**config.mk**
```make
export PLATFORM = sky130hd
export DESIGN_NAME = pio_port
export DESIGN_NICKNAME = d
export VERILOG_FILES = /design/src/design/pio_pkg.sv /design/src/design/pio_port.sv /design/src/design/pio_sync.sv
export SDC_FILE = /design/constraint.sdc
export NUM_CORES = 1
export LEC_CHECK = 0
export ABC_AREA = 1
export BUFFER_PORTS_ARGS = -buffer_cell sky130_fd_sc_hd__buf_2
export CORE_ASPECT_RATIO = 1.75
export CORE_MARGIN = 1.5
export CORE_UTILIZATION = 59
export CTS_BUF_LIST = sky130_fd_sc_hd__clkbuf_4
export CTS_CLUSTER_SIZE = 8
export DETAILED_ROUTE_END_ITERATION = 8
export MAX_ROUTING_LAYER = met4
export PLACE_DENSITY = 0.95
export SLEW_MARGIN = 20
export SYNTH_ARGS = -nofsm -noshare
export SYNTH_HDL_FRONTEND = slang
export SYNTH_SLANG_ARGS = --single-unit
```
**constraint.sdc**
```tcl
create_clock -name sys_clk -period 4.8 [get_ports sys_clk]
set_input_delay 0.48 -clock sys_clk [delete_from_list [all_inputs] [get_ports sys_clk]]
set_output_delay 0.48 -clock sys_clk [all_outputs]
set_load 0.01 [all_outputs]
```
**src/design/pio_pkg.sv**
```systemverilog
package pio_pkg;

    // ****************************************
    // port geometry and bus
    // ****************************************
    localparam int          PIO_PINS      = 8;
    localparam int          PIO_ADDR_W    = 32;
    localparam int          PIO_DATA_W    = 32;

    // ****************************************
    // register indices, byte address is four times the index
    // ****************************************
    localparam logic [3:0]  IDX_PIN_INPUT_VALUE      = 4'h0;
    localparam logic [3:0]  IDX_PIN_FUNCTION_SELECT  = 4'h2;
    localparam logic [3:0]  IDX_OUTPUT_LATCH         = 4'h4;
    localparam logic [3:0]  IDX_PIN_DIRECTION        = 4'h6;
    localparam logic [3:0]  IDX_PIN_DRIVE_TYPE       = 4'h8;
    localparam logic [3:0]  IDX_INPUT_LATCH_READBACK = 4'ha;
    localparam logic [3:0]  IDX_OUTPUT_ENABLE_STATUS = 4'hc;

    // index sits in byte address bits [5:2]
    localparam int          IDX_LSB       = 2;
    localparam int          IDX_MSB       = 5;

    // ****************************************
    // reset values
    // ****************************************
    localparam logic [7:0]  RST_PIN_FUNCTION_SELECT = 8'h00;
    localparam logic [7:0]  RST_OUTPUT_LATCH        = 8'h00;
    localparam logic [7:0]  RST_PIN_DIRECTION       = 8'h00;
    localparam logic [7:0]  RST_PIN_DRIVE_TYPE      = 8'h00;
    localparam logic [7:0]  RST_PIN_BYTE            = 8'h00;
    localparam logic [31:0] RST_WORD                = 32'h0000_0000;

    // ****************************************
    // field values
    // ****************************************
    localparam logic        DIR_INPUT     = 1'b0;
    localparam logic        DRV_CMOS      = 1'b0;
    localparam logic        FUNC_IO       = 1'b0;

endpackage : pio_pkg

```
**src/design/pio_port.sv**
```systemverilog
// Functional notes
// - output mode drives pin from output latch, or from addr_out_value when the function select bit is 1
// - direction bit: 0 input, 1 output
// - drive bit: 0 push-pull, 1 open-drain/slew
// - macrocell register reads held macrocell values
// - enable status reads live output enables
// - registers decoded at base plus offset
`timescale 1ns/1ps

module pio_port
    import pio_pkg::*;
#(
    parameter int PINS = pio_pkg::PIO_PINS
) (
    input  wire logic                          sys_clk,
    input  wire logic                          rst_n,
    input  wire logic [pio_pkg::PIO_ADDR_W-1:0] io_block_base,
    input  wire logic                          psel,
    input  wire logic                          penable,
    input  wire logic                          pwrite,
    input  wire logic [pio_pkg::PIO_ADDR_W-1:0] paddr,
    input  wire logic [pio_pkg::PIO_DATA_W-1:0] pwdata,
    input  wire logic [3:0]                    pstrb,
    output logic      [pio_pkg::PIO_DATA_W-1:0] prdata,
    output logic                               pready,
    output logic                               pslverr,
    input  wire logic [PINS-1:0]               pin_in,
    output logic      [PINS-1:0]               pin_out,
    output logic      [PINS-1:0]               pin_oe,
    output logic      [PINS-1:0]               pin_slew_sel,
    input  wire logic [PINS-1:0]               mcell_value,
    input  wire logic [PINS-1:0]               addr_out_value
);
    import pio_pkg::*;

    // ****************************************
    // state
    // ****************************************
    logic [PINS-1:0]            pin_function_select;
    logic [PINS-1:0]            output_latch;
    logic [PINS-1:0]            pin_direction;
    logic [PINS-1:0]            pin_drive_type;
    logic [PINS-1:0]            mcell_hold;
    logic [PINS-1:0]            pin_level;
    logic [PINS-1:0]            next_pin_function_select;
    logic [PINS-1:0]            next_output_latch;
    logic [PINS-1:0]            next_pin_direction;
    logic [PINS-1:0]            next_pin_drive_type;
    logic [PINS-1:0]            next_mcell_hold;
    logic [PINS-1:0]            next_pin_out;
    logic [PINS-1:0]            next_pin_oe;
    logic [PINS-1:0]            next_pin_slew_sel;
    logic [PIO_DATA_W-1:0]      next_prdata;
    logic                       next_pready;
    logic                       next_pslverr;
    logic [PIO_ADDR_W-1:0]      rel_addr;
    logic                       addr_hit;
    logic [3:0]                 reg_idx;
    logic                       reg_known;
    logic [PINS-1:0]            rd_byte;
    logic                       wr_fire;

    // ****************************************
    // pin sampling
    // ****************************************
    // pins are asynchronous, two flops before any reader
    pio_sync #(
        .WIDTH    (PINS)
    ) u_pin_sync (
        .sys_clk  (sys_clk),
        .rst_n    (rst_n),
        .async_in (pin_in),
        .sync_out (pin_level)
    );

    // ****************************************
    // address decode
    // ****************************************
    // relative offset from the configured base, word aligned only
    always_comb begin
        rel_addr  = paddr - io_block_base;
        addr_hit  = (rel_addr[PIO_ADDR_W-1:IDX_MSB+1] == '0)
                    && (rel_addr[IDX_LSB-1:0] == '0);
        reg_idx   = rel_addr[IDX_MSB:IDX_LSB];
        unique case (reg_idx)
            IDX_PIN_INPUT_VALUE,
            IDX_PIN_FUNCTION_SELECT,
            IDX_OUTPUT_LATCH,
            IDX_PIN_DIRECTION,
            IDX_PIN_DRIVE_TYPE,
            IDX_INPUT_LATCH_READBACK,
            IDX_OUTPUT_ENABLE_STATUS: reg_known = addr_hit;
            default:                  reg_known = 1'b0;
        endcase
    end

    // read mux; unused bits above the byte read as zero
    always_comb begin
        unique case (reg_idx)
            IDX_PIN_INPUT_VALUE:      rd_byte = pin_level;
            IDX_PIN_FUNCTION_SELECT:  rd_byte = pin_function_select;
            IDX_OUTPUT_LATCH:         rd_byte = output_latch;
            IDX_PIN_DIRECTION:        rd_byte = pin_direction;
            IDX_PIN_DRIVE_TYPE:       rd_byte = pin_drive_type;
            IDX_INPUT_LATCH_READBACK: rd_byte = mcell_hold;
            IDX_OUTPUT_ENABLE_STATUS: rd_byte = pin_oe;
            default:                  rd_byte = RST_PIN_BYTE;
        endcase
    end

    // ****************************************
    // apb handshake
    // ****************************************
    // one wait state: ready registered, so access phase is two cycles
    always_comb begin
        next_pready  = psel && penable && !pready;
        next_pslverr = 1'b0;
        next_prdata  = RST_WORD;
        if (next_pready) begin
            next_pslverr = !reg_known;
            if (!pwrite && reg_known) begin
                next_prdata = {{(PIO_DATA_W-PINS){1'b0}}, rd_byte};
            end
        end
    end

    // write commits only on the edge that completes the access
    assign wr_fire = psel && penable && pready && pwrite && reg_known && pstrb[0];

    always_ff @(posedge sys_clk or negedge rst_n) begin
        if (!rst_n) begin
            pready  <= 1'b0;
            pslverr <= 1'b0;
            prdata  <= RST_WORD;
        end else begin
            pready  <= next_pready;
            pslverr <= next_pslverr;
            prdata  <= next_prdata;
        end
    end

    // ****************************************
    // control registers
    // ****************************************
    // read-only indices fall through, so data-in writes vanish
    always_comb begin
        next_pin_function_select = pin_function_select;
        next_output_latch        = output_latch;
        next_pin_direction       = pin_direction;
        next_pin_drive_type      = pin_drive_type;
        if (wr_fire) begin
            unique case (reg_idx)
                IDX_PIN_FUNCTION_SELECT: next_pin_function_select = pwdata[PINS-1:0];
                IDX_OUTPUT_LATCH:        next_output_latch        = pwdata[PINS-1:0];
                IDX_PIN_DIRECTION:       next_pin_direction       = pwdata[PINS-1:0];
                IDX_PIN_DRIVE_TYPE:      next_pin_drive_type      = pwdata[PINS-1:0];
                default: ;
            endcase
        end
    end

    always_ff @(posedge sys_clk or negedge rst_n) begin
        if (!rst_n) begin
            pin_function_select <= RST_PIN_FUNCTION_SELECT;
            output_latch        <= RST_OUTPUT_LATCH;
            pin_direction       <= RST_PIN_DIRECTION;
            pin_drive_type      <= RST_PIN_DRIVE_TYPE;
        end else begin
            pin_function_select <= next_pin_function_select;
            output_latch        <= next_output_latch;
            pin_direction       <= next_pin_direction;
            pin_drive_type      <= next_pin_drive_type;
        end
    end

    // ****************************************
    // pin drivers and macrocell capture
    // ****************************************
    // open drain only pulls low; a high bit releases the pin.
    // slew is a pad option, so drive bit is also passed to the pad.
    always_comb begin
        logic src;
        src             = 1'b0;
        next_mcell_hold = mcell_value;
        for (int i = 0; i < PINS; i++) begin
            src = (pin_function_select[i] == FUNC_IO) ? output_latch[i]
                                                      : addr_out_value[i];
            next_pin_slew_sel[i] = pin_drive_type[i];
            if (pin_direction[i] == DIR_INPUT) begin
                next_pin_out[i] = 1'b0;
                next_pin_oe[i]  = 1'b0;
            end else if (pin_drive_type[i] == DRV_CMOS) begin
                next_pin_out[i] = src;
                next_pin_oe[i]  = 1'b1;
            end else begin
                next_pin_out[i] = 1'b0;
                next_pin_oe[i]  = !src;
            end
        end
    end

    always_ff @(posedge sys_clk or negedge rst_n) begin
        if (!rst_n) begin
            pin_out      <= RST_PIN_BYTE;
            pin_oe       <= RST_PIN_BYTE;
            pin_slew_sel <= RST_PIN_BYTE;
            mcell_hold   <= RST_PIN_BYTE;
        end else begin
            pin_out      <= next_pin_out;
            pin_oe       <= next_pin_oe;
            pin_slew_sel <= next_pin_slew_sel;
            mcell_hold   <= next_mcell_hold;
        end
    end

endmodule : pio_port

```
**src/design/pio_sync.sv**
```systemverilog
`timescale 1ns/1ps

// ****************************************
// two-stage synchroniser for pin levels
// ****************************************
module pio_sync #(
    parameter int WIDTH = 8
) (
    input  wire logic             sys_clk,
    input  wire logic             rst_n,
    input  wire logic [WIDTH-1:0] async_in,
    output logic      [WIDTH-1:0] sync_out
);
    logic [WIDTH-1:0] meta;
    logic [WIDTH-1:0] next_meta;
    logic [WIDTH-1:0] next_sync_out;

    // first stage feeds only the second stage
    always_comb begin
        next_meta     = async_in;
        next_sync_out = meta;
    end

    always_ff @(posedge sys_clk or negedge rst_n) begin
        if (!rst_n) begin
            meta     <= '0;
            sync_out <= '0;
        end else begin
            meta     <= next_meta;
            sync_out <= next_sync_out;
        end
    end

endmodule : pio_sync

```
* Word-level counts from Yosys, hierarchy flattened *
Cells that the tools add are included.

word-level totals
  register bits = 114

operators by class
  reduce and logical (&&, ||, !) cells = 27
  muxes and demuxes = 45
  add/sub/neg operators = 1
  equal/unequal tests = 6

operators by type and width
  cell                                           number
  one-hot mux 8 bit (7 select lines)             1
  two-way mux 1 bit                              42
  subtractor 32 bit                              1
  zero test 26 bit                               1
  two-way mux 8 bit                              2
  == test 4 bit, second input constant           3
  zero test 1 bit                                11
  == test 4 x 3 -> 1 bit, second input constant  2
  logical AND 1 bit                              8
  AND reduction 2 bit                            4
  OR reduction 7 bit                             1
  == test 4 x 2 -> 1 bit, second input constant  1
  zero test 4 bit                                1
  zero test 2 bit                                1

* Depth between registers and ports, before layout *
  depth in word-level cells = 7
  mapped depth = 21

* By module *
A second synthesis with hierarchy kept.

unflattened totals
  cell total of the unflattened synthesis = 961
  area total of the unflattened synthesis = 6,487.5 sq um

by module, submodules not included
  module    times used  area each (sq um)  sequential area each (sq um)  cells each
  pio_port  1           6,087.1            1,851.8                       945
  pio_sync  1           400.4              400.4                         16

* Worst setup path after synthesis *
Ideal clock, no wire load.

  path type = in2reg
  start = in paddr[0] (netlist bit)
  end = reg pin_drive_type[0] (netlist: next_pin_slew_sel[0])
  data arrival time = 2.505 ns
  setup time = 0.119 ns
  path slack = 2.175 ns
  cell stages on the path = 19
  cell sequence = inv_1 -> ha_1 -> fa_1 -> inv_1 -> nand2_1 -> nand2_1 -> nand3_1 -> nand2_1 -> nand2_1 -> nand2_1 -> nand3_1 -> nand2_1 -> nand2_1 -> nand2_1 -> nand3_1 -> nor2_4 -> nand4_4 -> nand2_1 -> nand2_1

on the way
  word-level cells in the longest chain between the ends = 7

RTL lines
  item                                                            line                             source
  start, declared                                                 pio_port.sv:21                   input wire logic [pio_pkg::PIO_ADDR_W-1:0] paddr,
  subtractor 32 bit *                                             pio_port.sv:81                   rel_addr = paddr - io_block_base;
  == test 4 bit, or another cell as far along                     pio_port.sv:85, pio_port.sv:152
  OR reduction 7 bit / logical AND 1 bit (equally long branches)  pio_port.sv:85, pio_port.sv:83
  two-way mux 1 bit                                               pio_port.sv:85                   unique case (reg_idx)
  logical AND 1 bit (2 in a row)                                  pio_port.sv:128                  assign wr_fire = psel && penable && pready && pwrite && reg_known && pstrb[0];
  AND reduction 2 bit (no source line) *                          n/a
  end signal, assigned                                            pio_port.sv:172                  pin_drive_type <= next_pin_drive_type;
  end, declared                                                   pio_port.sv:42                   logic [PINS-1:0] pin_drive_type;

Every way passes the cells marked *; elsewhere a longest branch is shown, timed or not.
A chain may end at the register's enable or synchronous reset.

* Final worst setup path *
  start = in io_block_base[0] (netlist bit)
  end = reg prdata[4] (netlist bit)

on the way
  word-level cells in the longest chain between the ends = 7

RTL lines
  item                                                            line                            source
  start, declared                                                 pio_port.sv:17                  input wire logic [pio_pkg::PIO_ADDR_W-1:0] io_block_base,
  subtractor 32 bit *                                             pio_port.sv:81
  == test 4 bit, or another cell as far along                     pio_port.sv:85, pio_port.sv:99
  OR reduction 7 bit / logical AND 1 bit (equally long branches)  pio_port.sv:85, pio_port.sv:83
  two-way mux 1 bit                                               pio_port.sv:85
  logical AND 1 bit                                               pio_port.sv:121                 if (!pwrite && reg_known) begin
  two-way mux 8 bit *                                             pio_port.sv:121
  two-way mux 8 bit *                                             pio_port.sv:119                 if (next_pready) begin
  net next_prdata[4]                                              pio_port.sv:53                  logic [PIO_DATA_W-1:0] next_prdata;
  end signal, assigned                                            pio_port.sv:138                 prdata <= next_prdata;
  end, declared                                                   pio_port.sv:24                  output logic [pio_pkg::PIO_DATA_W-1:0] prdata,

The timed path passes the listed nets; every way through them passes the cells marked *.

==> results by stage <==
Yosys:
- Ranked by total cell area, the synthesized netlist is headed by dfrtp_1 34%, nand2_1 19%, inv_1 8.4%, ha_1 5.8%, nand3_1 4.7%.
- The unique cell type count in the Yosys netlist is 42.
- The register area share after synthesis is 33.9%.
- Counting flops with a built-in enable in the synthesized netlist gives 0.
- The most used flip-flop cell after synthesis is dfrtp_1.
- The cell area after technology mapping is 0.00664 mm2.
- Summed over its instances, the top area cell type makes up 33.9% of the synthesized netlist area.
- The synthesized instance count is 967.
- Yosys printed 0 warnings.
- The biggest area contributor in the post-synthesis netlist is dfrtp_1.
- The number of synthesized register bits is 90.
- The fraction of synthesis flops using an asynchronous set or reset pin is 100%.
- After synthesis, the mean cell area works out to 6.86 um2.

Clock network:
- The clock tree synthesis step divided the H-tree into 3 levels.
- The post-CTS repair timing setup buffer count is 0.
- Clock tree synthesis selected as its root buffer the cell clkbuf_4.
- The TritonCTS clock tree is done.
- For this design, the CTS-stage hold fixing added 0 buffers.
- The worst-skew pair later-pin latency is 450 ps.
- Gates resized during post-CTS repair numbered 0.
- After clock tree synthesis, the clock-pin slew on the worst setup and hold paths is 140 ps.
- The maximum buffer depth of the clock tree is 2.
- The total CTS buffers is 9.
- The number of sinks handled by clock tree synthesis is 90.

Detailed routing:
- The starting DRC count in detailed routing is 347.
- In the final routed layout, each cell accounts on average for 14.5 um.
- For this block, wires on met1 add up to 5910 um.
- The via total after detailed routing is 6,791.
- The first detailed-routing pass ran for 8 iterations.
- The detailed router used layers up to and including met4.
- Wires add up to 18,100 um.
- The remaining routing DRC violations is 0.
- Detailed routing placed a total of 1120 um of wire on met3.
- After detailed routing, the number of vias per cell comes to 5.46.
- The met2 wire length is 9850 um.
- Once detail routing completed, the nets flagged for antenna violations numbered 0.

Status:
- The run finished with clean final reports.

STA:
- Headroom to the max-slew limit came out at 28.6%.
- The post-route setup TNS is 0 ps.
- The top achievable clock speed is 328 MHz.
- Setup repair after global routing left no endpoint under its margin.
- After layout, the minimum clock period comes to 3050 ps.
- For the final database, setup skew stands at 20.2 ps.
- The setup-violating endpoint count in the final report is 0.
- For the pin with the worst max-slew slack, the measured transition is 1070 ps.
- The final hold violation count is 0.
- The final critical path takes up 63.4% of the cycle.
- The count of pins over their slew limit is 0.

Floorplan:
- The die is 143 um tall.
- The width of the die is 83.2 um.
- The area of the die is 0.0119 mm2.
- Row generation in the floorplan step produced 51 rows.
- 187 I/O pins were placed.
- The effective utilization at floorplan is 60.1%.
- The core footprint is 0.0110 mm2.

Setup path:
- Tracing the worst setup path back leads to its startpoint at io_block_base[0].
- STA classifies the critical path startpoint as an input pin.
- Data arrives at the worst endpoint at 3430 ps.
- The kind of end point of the critical path is a flip-flop.
- Data on the critical path is required at its endpoint by 5190 ps.
- The startpoint-to-endpoint class of the critical path is in2reg.
- In this run the critical register-to-register path is launched from pready.
- In this run the worst path has a maximum fanout of 34.

Pwr:
- For this design the ratio of total power to cell area is 239 mW/mm2.
- VDD sags by at most 0.307 mV.
- The cell leakage power is 0.00443 uW.

Final layout:
- The post-route core utilization is 68.1%.
- Once layout is done, the placed cells without fillers occupy 0.00752 mm2.
- The area overhead of the layout relative to synthesis is 13.3%.
- The final net count is 1,266.
- Of the cells placed in the final design, the portion with a size suffix greater than 1 is 20.1%.

Global route:
- The via count of the first global-routing pass was 6,458.
- The initial antenna violation count is 1.
- Global routing finished with a remaining overflow of 0.
- Global routing consumed, over all layers together, 31.3% of the routing resources.
- The first global-routing pass estimated 28,700 um of wire.
- Entering global routing, the biggest net connects 91 pins.

Place:
- At the end of routability-driven placement, the weighted congestion stood at 0.939.
- The HPWL after detailed placement is 14,300 um.
- The area after detailed placement is 0.00733 mm2.
- The count of buffers added on input and output ports is 135.

Hold path:
- The type of the most critical hold path is in2async.

Job:
- The max-capacitance violation count is 0.
final cells by class:
cell class / count / area [um2]
inverters: 173 / 649
fillers: 948 / 3520
diodes: 1 / 2.50
flip-flops and latches: 90 / 2250
multi-input cells: 693 / 3560
repair buffers: 138 / 704
well taps: 132 / 165
clock buffers: 9 / 67.6
clock inverters: 7 / 118
sequential cells by signal (all words and copies together), names as in the netlist:
name / count
u_pin_sync.sync_out: 8
pin_function_select: 8
pin_out: 8
pin_oe: 8
pin_slew_sel: 8
mcell_hold: 8
pready: 1
prdata: 8
pin_direction: 8
next_pin_slew_sel: 8
pslverr: 1
output_latch: 8
u_pin_sync.meta: 8
where the power goes:
group / switching (uW) / leakage, uW / internal [uW] / total, uW
clock network: 253 / 0.0000882 / 262 / 515
registers: 4.29 / 0.00120 / 769 / 773
logic: 345 / 0.00314 / 163 / 507
worst max-delay path, stage by stage:
cell     delay [ps]
buf_2           100
ha_1            210
fa_1            410
inv_1           100
nand2_1          50
nand2_1         100
nand2_1          80
inv_1            80
nand2_1          60
nand3_1         160
nand2_1         110
nand2_1          80
nand2_1          50
nand2_1          60
nand3_1         100
nor2_2          160
nand3_2         140
nor2_8          380
nand2_2         300
nor2_1          200
routing by layer:
| layer | GRT usage (%) | up-vias |
|---|---|---|
| li1 | - | 3281 |
| met1 | 29.7 | 3078 |
| met2 | 59.1 | 331 |
| met5 | - | - |
| met4 | 20.2 | 0 |
| met3 | 3.91 | 101 |
worst paths after layout:
kind / to / slack [ps] / cells past startpoint
setup / recovery: prdata[4] / 1750 / 20
hold / removal: prdata[4] / 30 / 1
setup reg to reg: pin_function_select[3] / 2520 / 6
hold reg to reg: u_pin_sync.sync_out[4] / 350 / 0
max in group asynchronous: u_pin_sync.sync_out[0] / 4200 / 1
min in group sys_clk: mcell_hold[5] / 120 / 1
synth_stat cells (3+ instances only):
master	number
nand4_4	4
buf_2	5
mux2i_1	7
buf_8	3
dfrtp_1	90
nor3_2	3
nor3_1	14
nor2_2	12
nor2_4	3
o31ai_1	4
o21ai_1	5
o21ai_0	21
nand2_2	14
a21oi_1	25
nand3_1	62
clkinv_1	4
nand3b_1	4
ha_1	31
nor2_1	65
nand2_1	329
nand3_2	3
a221oi_1	3
nand4_1	36
inv_1	149
inv_2	20
a21oi_2	4
buf_4	25
cell usage in the layout (no fill, tap or decap), types with 5 or more instances in the layout:
master	synthesis	routed
nand2_1	329	329
clkbuf_4	0	9
nand3_1	62	62
o21ai_0	21	21
inv_2	20	20
a21oi_1	25	25
o21ai_1	5	5
buf_2	5	134
nand2_2	14	14
nor2_1	65	64
dfrtp_1	90	90
nor2_2	12	13
mux2i_1	7	7
nand4_1	36	36
ha_1	31	31
conb_1	1	24
inv_1	149	149
nor3_1	14	14
metrics by stage:
stage | setup WS, ps | instances | power (uW) | hold WS (ps)
4_1_cts | 1840 | 1242 | 1800 | 104
3_3_place_gp | 1420 | 1226 | 1280 | 332
3_5_place_dp | 1350 | 1226 | 1290 | 336
2_1_floorplan | 2180 | 990 | 1140 | 184
5_1_grt | 1600 | 1243 | 1890 | 90.1
6_report | 1750 | 1243 | 1800 | 33.7
kinds of logic (layout without fill, tap and decap cells):
| group | after synthesis | in the layout | synth area share, % |
|---|---|---|---|
| AOI/OAI and AO/OA | 70 | 70 | 6.22 |
| adders and majority gates | 32 | 32 | 6.15 |
| muxes | 7 | 7 | 1.06 |
| xor gates and xnor gates | 4 | 4 | 0.528 |
| DFF | 90 | 90 | 33.9 |
| buffers and inverters | 207 | 327 | 13.7 |
| other | 1 | 25 | 0.0565 |
| and+or+nand+nor | 556 | 556 | 38.3 |
(Power assumes the default switching activity.)
